`config.mk`:
```
export PLATFORM = sky130hd
export DESIGN_NAME = imc_top
export DESIGN_NICKNAME = d
export VERILOG_FILES = /design/src/imc_top.v
export VERILOG_INCLUDE_DIRS = /design/src
export SDC_FILE = /design/constraint.sdc
export NUM_CORES = 1
export LEC_CHECK = 0
export ABC_CLOCK_PERIOD_IN_PS = 1950
export BUFFER_PORTS_ARGS = -buffer_cell sky130_fd_sc_hd__buf_4
export CAP_MARGIN = 20
export CORE_MARGIN = 2
export CORE_UTILIZATION = 30
export DETAILED_ROUTE_END_ITERATION = 8
export GPL_TIMING_DRIVEN = 0
export SLEW_MARGIN = 25
export SYNTH_ARGS = -nofsm -noshare
export SYNTH_HDL_FRONTEND = slang
export SYNTH_SLANG_ARGS = --single-unit
```
`constraint.sdc`:
```
create_clock -name hclk -period 1.95 [get_ports hclk]
set_input_delay 0.195 -clock hclk [delete_from_list [all_inputs] [get_ports hclk]]
set_output_delay 0.195 -clock hclk [all_outputs]
set_load 0.005 [all_outputs]
```
`src/imc_defines.vh`:
```
// imc_defines.vh: constants for the interface mode control block
// assumes inclusion by imc_top.v only
`ifndef IMC_DEFINES_VH
`define IMC_DEFINES_VH

// register byte addresses on the ahb-lite window
`define IMC_ADDR_MODE        8'h00
`define IMC_ADDR_CTRL        8'h04
`define IMC_ADDR_STATUS      8'h08
`define IMC_ADDR_MEAS        8'h0c
`define IMC_ADDR_W           8

// interface mode register fields
`define IMC_RATE_LSB         0
`define IMC_RATE_MSB         1
`define IMC_MEAS_GO_BIT      2
`define IMC_STBY_BIT         3
`define IMC_FILL_GO_BIT      4
`define IMC_FILL_VAL_LSB     5
`define IMC_FILL_VAL_MSB     9
`define IMC_MODE_W           16
`define IMC_MODE_RST         16'h0000

// control register: fill allow in bit 0
`define IMC_ALLOW_BIT        0

// connection memory word layout
`define IMC_CM_W             16
`define IMC_CM_LOW_ZERO      11'h000

// rate codes
`define IMC_RATE_2M          2'h0
`define IMC_RATE_4M          2'h1
`define IMC_RATE_8M          2'h2
`define IMC_RATE_RSV         2'h3

// measured delay width
`define IMC_MEAS_W           12
`define IMC_MEAS_RST         12'h000

// htrans active bit, set for nonseq and seq
`define IMC_HTRANS_ACT_BIT   1

`endif

```
`src/imc_top.v`:
```
// imc_top.v: interface mode register with block fill, standby and offset measure
// assumes one ahb-lite master, hclk as master clock, frame_pulse once per frame
// assumes frame_edge_seen with frame_edge_delay come from the frame evaluator
// assumes a sweep of CM_DEPTH words fits well inside one frame
// hsize is ignored: every register is one aligned word
// software that breaks or gets undefined fill or measure results
//
// The register addresses and register access over AHB-Lite are this design's own decisions.
`timescale 1ns/1ps
`default_nettype none
`include "imc_defines.vh"

module imc_top #(
  parameter CM_DEPTH = 2048,
  parameter CM_AW    = 11
) (
  // clock and reset
  input  wire                    hclk,
  input  wire                    hresetn,
  // ahb-lite slave
  input  wire                    hsel,
  input  wire [31:0]             haddr,
  input  wire [1:0]              htrans,
  input  wire                    hwrite,
  input  wire [2:0]              hsize,
  input  wire [31:0]             hwdata,
  input  wire                    hready,
  output reg  [31:0]             hrdata,
  output reg                     hreadyout,
  output reg                     hresp,
  // frame timing and pins
  input  wire                    frame_pulse,
  input  wire                    output_drive_enable,
  input  wire                    frame_edge_seen,
  input  wire [11:0]             frame_edge_delay,
  // connection memory write port
  output reg                     cm_we,
  output reg  [CM_AW-1:0]        cm_addr,
  output reg  [`IMC_CM_W-1:0]    cm_wdata,
  // serial output control
  output reg                     serial_out_oe_n,
  output reg  [1:0]              serial_rate_sel,
  output reg                     rate_reserved
);

  // block fill engine states
  localparam ST_IDLE = 2'h0;
  localparam ST_WAIT = 2'h1;
  localparam ST_FILL = 2'h2;
  localparam ST_DONE = 2'h3;

  // state held across cycles
  reg  [`IMC_MODE_W-1:0]   mode_reg;
  reg                      block_fill_allow_reg;
  reg  [1:0]               fill_state_reg;
  reg  [CM_AW-1:0]         fill_idx_reg;
  reg                      meas_busy_reg;
  reg                      offset_measure_done_reg;
  reg  [`IMC_MEAS_W-1:0]   meas_val_reg;
  reg                      wr_pend_reg;
  reg                      rd_pend_reg;
  reg  [`IMC_ADDR_W-1:0]   addr_reg;
  reg                      meas_go_d_reg;
  reg                      fill_go_d_reg;

  // field taps, bus decode and next values
  wire                     block_fill_go;
  wire                     offset_measure_go;
  wire                     output_standby_release;
  wire [4:0]               block_fill_value;
  wire                     acc;
  wire                     wr_mode;
  wire                     wr_ctrl;
  wire [`IMC_MODE_W-1:0]   wdata_mode;
  wire                     fill_abort;
  wire                     fill_finish;
  wire                     fill_start;
  reg  [31:0]              rdata_next;
  reg  [`IMC_MODE_W-1:0]   mode_next;
  reg                      allow_next;
  reg  [1:0]               fill_state_next;
  wire                     fill_last;
  wire                     fill_busy;
  wire                     meas_rise;
  wire                     meas_fall;
  wire [1:0]               rate_field;

  assign block_fill_go          = mode_reg[`IMC_FILL_GO_BIT];
  assign offset_measure_go      = mode_reg[`IMC_MEAS_GO_BIT];
  assign output_standby_release = mode_reg[`IMC_STBY_BIT];
  assign block_fill_value       = mode_reg[`IMC_FILL_VAL_MSB:`IMC_FILL_VAL_LSB];
  assign acc        = hsel & hready & htrans[`IMC_HTRANS_ACT_BIT];
  assign wr_mode    = wr_pend_reg & (addr_reg == `IMC_ADDR_MODE);
  assign wr_ctrl    = wr_pend_reg & (addr_reg == `IMC_ADDR_CTRL);
  assign wdata_mode = hwdata[`IMC_MODE_W-1:0];
  // abort when go or allow is dropped during the run
  assign fill_abort = (fill_state_reg != ST_IDLE) &
                      ((wr_mode & ~wdata_mode[`IMC_FILL_GO_BIT]) |
                       (wr_ctrl & ~hwdata[`IMC_ALLOW_BIT]));
  // rising edge of go, gated by allow
  assign fill_start = (fill_state_reg == ST_IDLE) & block_fill_go & ~fill_go_d_reg &
                      block_fill_allow_reg;
  assign fill_finish = (fill_state_reg == ST_DONE) & ~fill_abort;
  assign fill_busy   = (fill_state_reg != ST_IDLE);
  // last word of the sweep
  assign fill_last   = (fill_idx_reg == CM_DEPTH[CM_AW-1:0] - {{(CM_AW-1){1'b0}}, 1'b1});
  // go bit edges for the measurement
  assign meas_rise   = offset_measure_go & ~meas_go_d_reg;
  assign meas_fall   = ~offset_measure_go & meas_go_d_reg;
  assign rate_field  = mode_reg[`IMC_RATE_MSB:`IMC_RATE_LSB];

  // ahb-lite address phase capture; zero wait states
  always @(posedge hclk or negedge hresetn)
  begin
    if (!hresetn)
    begin
      wr_pend_reg <= 1'b0;
      rd_pend_reg <= 1'b0;
      addr_reg    <= {`IMC_ADDR_W{1'b0}};
      hreadyout   <= 1'b1;
      hresp       <= 1'b0;
      hrdata      <= 32'h0000_0000;
    end
    else
    begin
      wr_pend_reg <= acc & hwrite;
      rd_pend_reg <= acc & ~hwrite;
      addr_reg    <= haddr[`IMC_ADDR_W-1:0];
      hreadyout   <= 1'b1;
      hresp       <= 1'b0;
      // read data captured in the address phase, stands in the data phase
      if (acc & ~hwrite)
      begin
        hrdata <= rdata_next;
      end
    end
  end

  // read mux, decoded in the address phase
  always @*
  begin
    rdata_next = 32'h0000_0000;
    case (haddr[`IMC_ADDR_W-1:0])
      `IMC_ADDR_MODE:
      begin
        rdata_next = {16'h0000, mode_reg};
      end
      `IMC_ADDR_CTRL:
      begin
        rdata_next = {31'h0000_0000, block_fill_allow_reg};
      end
      `IMC_ADDR_STATUS:
      begin
        rdata_next = {29'h0000_0000, meas_busy_reg, fill_busy, offset_measure_done_reg};
      end
      `IMC_ADDR_MEAS:
      begin
        rdata_next = {19'h0_0000, offset_measure_done_reg, meas_val_reg};
      end
      default:
      begin
        rdata_next = 32'h0000_0000;
      end
    endcase
  end

  // next mode value: software write, go self-clear on finish or abort
  always @*
  begin
    mode_next  = mode_reg;
    allow_next = block_fill_allow_reg;
    if (wr_mode)
    begin
      mode_next = wdata_mode;
    end
    else if (fill_finish | (fill_abort & wr_ctrl))
    begin
      mode_next[`IMC_FILL_GO_BIT] = 1'b0;
    end
    if (wr_ctrl)
    begin
      allow_next = hwdata[`IMC_ALLOW_BIT];
    end
  end

  // mode and control registers
  always @(posedge hclk or negedge hresetn)
  begin
    if (!hresetn)
    begin
      mode_reg             <= `IMC_MODE_RST;
      block_fill_allow_reg <= 1'b0;
    end
    else
    begin
      mode_reg             <= mode_next;
      block_fill_allow_reg <= allow_next;
    end
  end

  // block fill sequencing: wait a frame edge, sweep memory, done by second frame
  always @*
  begin
    fill_state_next = fill_state_reg;
    if (fill_abort)
    begin
      fill_state_next = ST_IDLE;
    end
    else
    begin
      case (fill_state_reg)
        ST_IDLE:
        begin
          if (fill_start)
          begin
            fill_state_next = ST_WAIT;
          end
        end
        ST_WAIT:
        begin
          if (frame_pulse)
          begin
            fill_state_next = ST_FILL;
          end
        end
        ST_FILL:
        begin
          if (fill_last)
          begin
            fill_state_next = ST_DONE;
          end
        end
        ST_DONE:
        begin
          fill_state_next = ST_IDLE;
        end
        default:
        begin
          fill_state_next = ST_IDLE;
        end
      endcase
    end
  end

  // block fill datapath: one connection memory word per cycle while sweeping
  always @(posedge hclk or negedge hresetn)
  begin
    if (!hresetn)
    begin
      fill_state_reg <= ST_IDLE;
      fill_idx_reg   <= {CM_AW{1'b0}};
      fill_go_d_reg  <= 1'b0;
      cm_we          <= 1'b0;
      cm_addr        <= {CM_AW{1'b0}};
      cm_wdata       <= {`IMC_CM_W{1'b0}};
    end
    else
    begin
      fill_state_reg <= fill_state_next;
      fill_go_d_reg  <= block_fill_go;
      cm_we          <= 1'b0;
      if ((fill_state_reg == ST_WAIT) & ~fill_abort)
      begin
        fill_idx_reg <= {CM_AW{1'b0}};
      end
      if ((fill_state_reg == ST_FILL) & ~fill_abort)
      begin
        cm_we        <= 1'b1;
        cm_addr      <= fill_idx_reg;
        cm_wdata     <= {block_fill_value, `IMC_CM_LOW_ZERO};
        fill_idx_reg <= fill_idx_reg + {{(CM_AW-1){1'b0}}, 1'b1};
      end
    end
  end

  // offset measurement: start on rising go, stop on done, clear on falling go
  always @(posedge hclk or negedge hresetn)
  begin
    if (!hresetn)
    begin
      meas_go_d_reg           <= 1'b0;
      meas_busy_reg           <= 1'b0;
      offset_measure_done_reg <= 1'b0;
      meas_val_reg            <= `IMC_MEAS_RST;
    end
    else
    begin
      meas_go_d_reg <= offset_measure_go;
      if (meas_fall)
      begin
        meas_busy_reg           <= 1'b0;
        offset_measure_done_reg <= 1'b0;
        meas_val_reg            <= `IMC_MEAS_RST;
      end
      else if (meas_rise)
      begin
        meas_busy_reg <= 1'b1;
      end
      else if (meas_busy_reg & frame_edge_seen)
      begin
        meas_busy_reg           <= 1'b0;
        offset_measure_done_reg <= 1'b1;
        meas_val_reg            <= frame_edge_delay;
      end
    end
  end

  // output drive gating and rate selection
  always @(posedge hclk or negedge hresetn)
  begin
    if (!hresetn)
    begin
      serial_out_oe_n <= 1'b1;
      serial_rate_sel <= `IMC_RATE_2M;
      rate_reserved   <= 1'b0;
    end
    else
    begin
      serial_out_oe_n <= ~(output_drive_enable | output_standby_release);
      serial_rate_sel <= rate_field;
      rate_reserved   <= (rate_field == `IMC_RATE_RSV);
    end
  end

endmodule // imc_top

`default_nettype wire

```
# Word-level counts from Yosys, hierarchy flattened
# Cells that the tools add are included.
totals:
  register_bits: 108
  latch_bits: 0
  ram_bits: 0
  romBits: 0
  inputBits: 89
  output_inout_bits: 66
  wordCells: 93
  n_memories: 0
classes:
  addsub: 1
  multipliers: 0
  n_div: 0
  n_lt_le_gt_ge: 0
  eq_ne: 13
  n_shift: 0
  n_mux: 20
  bitwise_logic: 30
  reduce_logical: 10
ops:
  columns: ["cell", "count"]
  rows:
  - ["16-bit case mux with 4 select lines", 1]
  - ["12-bit 2-to-1 mux", 3]
  - ["11-bit 2-to-1 mux", 2]
  - ["1-bit bitwise AND", 19]
  - ["8-bit by 3-bit == test with 1-bit output, second input constant", 2]
  - ["8-bit by 4-bit == test with 1-bit output, second input constant", 2]
  - ["8-bit logical NOT", 2]
  - ["11-bit by 1-bit adder with 11-bit output, second input constant", 1]
  - ["11-bit == test, second input constant", 1]
  - ["1-bit 2-to-1 mux", 9]
  - ["3-bit inequality test, second input constant", 3]
  - ["2-bit 2-to-1 mux", 4]
  - ["1-bit NOT", 8]
  - ["2-bit case mux with 4 select lines", 1]
  - ["2-bit nonzero test", 4]
  - ["2-bit == test, second input constant", 3]
  - ["1-bit OR", 3]
  - ["3-bit AND reduction", 1]
  - ["3-bit nonzero test", 1]
  - ["2-bit by 1-bit == test with 1-bit output, second input constant", 1]
  - ["2-bit logical NOT", 1]
  - ["2-bit by 1-bit inequality test with 1-bit output, second input constant", 1]
  - ["2-bit AND reduction", 1]

# Logic depth before layout (Yosys ltp)
logic_depth:
  ltp_word: 10
  ltp_mapped: 8
  mapped_depth_nobuf: 6

# Least setup slack after synthesis
# No wires, ideal clock.
synth_path:
  path_type: "register to register"
  startpoint: "reg addr_reg[4]"
  endpoint: "reg mode_reg[10]"
  setup_ps: 125
  arrival_time_ps: 1852
  required_time_ps: 1825
  slack_ps: -27
  path_stages_with_launch: 5
  n_path_buf: 1
  synth_period_minus_slack_ps: 1977
  cell_sequence: "dfrtp_1 -> or4b_4 -> nor3_2 -> buf_6 -> mux2_2"
synth_between:
  elab_chain_cells: 2
synth_lines:
  columns: ["element", "line", "rtl"]
  rows:
  - ["start, declared", "imc_top.v:62", "reg [`IMC_ADDR_W-1:0] addr_reg;"]
  - ["start signal, assigned", "imc_top.v:119", "addr_reg <= {`IMC_ADDR_W{1'b0}};"]
  - ["start signal, assigned", "imc_top.v:128", "addr_reg <= haddr[`IMC_ADDR_W-1:0];"]
  - ["8-bit logical NOT (no source line)", null, null]
  - ["1-bit bitwise AND", "imc_top.v:93", "assign wr_mode = wr_pend_reg & (addr_reg == `IMC_ADDR_MODE);"]
  - ["end signal, assigned", "imc_top.v:191", "mode_reg <= `IMC_MODE_RST;"]
  - ["end signal, assigned", "imc_top.v:196", "mode_reg <= mode_next;"]
  - ["end, declared", "imc_top.v:53", "reg [`IMC_MODE_W-1:0] mode_reg;"]
# No other way between the ends.
# A chain may end at the register's enable or synchronous reset.

# Worst setup path in the final report
layout_path:
  startpoint: "reg addr_reg[6]"
  endpoint: "reg mode_reg[15]"
# Same word-level chain as after synthesis.

==> impl_summary.txt <==
----------------------------------------------------
[GRT]
  Overall overflow remaining after global route ... 0
  Global-route wire length before repair ... 15200 µm
  Largest net degree at the start of global routing ... 93
  Overall track demand over capacity in global routing ... 13.3%
  Number of antenna violations at the first check in global routing ... 0
  Vias in the first global route ... 2964

[Power]
  Leakage power figure ... 2.87 nW
  Proportion of power drawn by combinational gates ... 25.7%
  Sequential Power Share ... 42.1%
  Clock share of power ... 32.2%
  Max IR drop VDD ... 424 µV
  Total power consumption of the routed design ... 5.43 mW
  Power per unit of standard cell area ... 954 nW/µm²
  Switching fraction of total power ... 29.0%
  Net switching power ... 1.57 mW
  Cell internal power dissipation ... 3.86 mW

[Critical path]
  CP cell instances ... or4b_4 -> buf_6 -> nor3_4 -> buf_6 -> mux2_2
  WP data arrival ... 2.20 ns
  Endpoint kind of the worst setup timing path ... register
  Maximum fanout count along the critical path ... 10
  Critical path startpoint category ... register
  Highest cell delay on the worst timing path ... 0.58 ns
  Cell occurring most often along the worst timing path ... buf_6
  Standard cell with the maximum stage delay on the critical path ... or4b_4
  Setup CP Type ... register to register
  Required time of the worst setup path ... 2.17 ns

[Synth]
  Syn Inst Count ... 393
  Async set-reset flop share out of synthesis ... 100%
  Sequential fraction of the synthesis area ... 55.4%
  Yosys Warn Count ... 0
  Number of flops mapped to enable cells by yosys ... 0
  Post-synthesis cell area ... 4160 µm²
  Yosys reg bits ... 92
  Synthesized area per cell ... 10.6 µm²
  Main flop type after synthesis ... dfrtp_1
  Number of distinct library cells after synthesis ... 50

[Routing]
  Residual DRC ... 0
  Post-DR vias/cell ... 4.49
  Post-detailed-routing wire length ... 9860 µm
  Via Count ... 3201
  Antenna-violating nets left ... 0
  Routed WL per cell ... 13.8 µm
  Starting DRT DRC Count ... 195
  Detailed Routing Iterations Pass 1 ... 7

[Final layout]
  Register cell area after layout ... 2300 µm²
  Final design utilization ... 41.5%
  Layout area overhead ... 37.0%
  Final-layout fill cell count ... 1380
  Most frequent standard cell in the layout excluding fill and tap cells ... buf_4
  Final standard cell area without fillers ... 5700 µm²
  Number of antenna cells inserted ... 0
  Final cell count without fillers ... 713
  Most used cells in the layout excluding fill and tap cells ... buf_4 (116), nand2_1 (92), dfrtp_1 (90), conb_1 (29), o21ai_0 (19)
  Combined area of the multi-input logic cells ... 1710 µm²
  Layout cells sized above 1 ... 33.6%
  Final net count ... 625

[Place]
  Detailed placer's ending HPWL ... 6950 µm
  Number of I/O port buffers ... 81
  Placed Area ... 5100 µm²
  Placed cell count ... 681
  Routability-driven placement congestion ratio ... 0.816

[STA]
  Headroom to the max-slew limit ... 44.2%
  Final worst-path setup slack ... -0.0293 ns
  Worst-Margin Slew ... 0.837 ns
  Final period util ... 102%
  Maximum clock rate ... 0.505 GHz
  Min Hold Slack ... 0.0244 ns
  Final hold violations ... 0
  Post-route clock skew ... 0.00874 ns
  RSZ-0062 raised after global routing ... true
  Final number of setup-violating endpoints ... 6
  Number of max-slew violations in the final report ... 0
  Post-route minimum period ... 1.98 ns

[Floorplanning]
  Number of rows created at floorplan ... 43
  Core Box Area ... 13700 µm²
  Starting Density ... 30.3%
  Horiz. Die Dim ... 122 µm
  Die outline area ... 14800 µm²
  Vertical die dimension ... 122 µm
  Ports ... 155

[Clocking]
  CTS clk-pin slew, worst paths ... 0.06 ns
  Count of H-tree levels built during CTS ... 3
  Clk Tree Root Cell ... clkbuf_16
  Sinks on Clock Net ... 92
  CTS tree ... built
  Longest Clk Path Bufs ... 2
  Number of clock buffers inserted by TritonCTS ... 9
  Clock latency on the worst-skew pair ... 0.34 ns

[Outcome]
  Violations in the final reports ... negative setup slack
  Result of the run ... finished with violations

[Job]
  Number of violations of the max-capacitance limit ... 0

[Min path]
  Worst min-delay path category ... primary input to register

----------------------------------------------------
-- routing by layer --
layer	part of all wire [%]	track usage (%)
met5	0	0
met4	1.3	4.89
met3	4.5	3.51
met2	50	21.7
met1	44	17.0
-- cells by family after synthesis --
group / share of synthesized area, %
adders and majority gates: 2.41
AOI/OAI and AO/OA: 11.0
muxes: 5.12
other: 0.181
and+or+nand+nor: 17.3
buffers and inverters: 8.55
DFF: 55.4
-- metrics by stage --
step / TNS, ns / setup slack, ns
6_report: -0.117 / -0.0293
5_1_grt: -0.966 / -0.0875
4_1_cts: -0.0853 / -0.0483
3_5_place_dp: -2.91 / -0.255
3_3_place_gp: -2.20 / -0.183
2_1_floorplan: 0 / 0.0489
-- synthesized netlist by cell type (all sizes together), types with 3 or more instances --
cell type  count  area [µm²]
a21o           3        22.5
a21oi          8        40.0
a22oi         12        90.1
a31oi          4        25.0
a32o           3        30.0
a41oi          3        26.3
and3           3        18.8
buf           36         280
clkbuf         9        33.8
dfrtp         91        2280
ha             8         100
inv           11        41.3
mux2          16         180
nand2         93         349
nand3          7        35.0
nand3b        13        97.6
nor2          10        37.5
nor3           3        25.0
nor4           4        25.0
o21ai         24         120
-- repair_timing --
item / CTS / global route
pin swaps: 2 / 9
endpoints found under the setup margin: 36 / 24
setup buffers: 3 / 3
resized for setup: 3 / 33
hold buffers: 8 / 0
hold endpoints to repair: 98 / 0
gates cloned: 0 / 3
-- final cells by class --
class / instances / area share, %
repair buffers: 98 / 13.8
inverters: 11 / 0.769
flip-flops and latches: 92 / 40.5
well taps: 180 / 3.95
plain buffers: 44 / 5.80
clock inverters: 2 / 0.615
multi-input cells: 272 / 30.0
clock buffers: 14 / 4.64
-- power groups by stage --
stage	clock, mW	combinational (mW)	sequential (mW)
floorplan	0	0.728	2.27
global placement	0	1.06	2.30
detailed placement	0	1.09	2.31
CTS	1.81	1.15	2.28
global route	1.89	1.56	2.32
finish	1.75	1.40	2.29
-- final timing paths --
check | cells after the start | end | slack (ns) | from
max | 5 | mode_reg[15] | -0.03 | addr_reg[6]
min | 1 | addr_reg[3] | 0.02 | haddr[3]
max reg2reg | 5 | mode_reg[15] | -0.03 | addr_reg[6]
min reg2reg | 1 | serial_out_oe_n | 0.44 | mode_reg[3]
max in group asynchronous | 2 | addr_reg[2] | 0.84 | hresetn
min in group asynchronous | 2 | rate_reserved | 0.49 | hresetn
-- worst max-delay path, delay by kind of cell, from the launching register on --
kind,cells,cell delay (ns)
mux,1,0.34
buf+inv,2,0.36
flops,1,0.37
simple gates,2,0.78
Note: power is estimated with default switching activity, not from simulation.
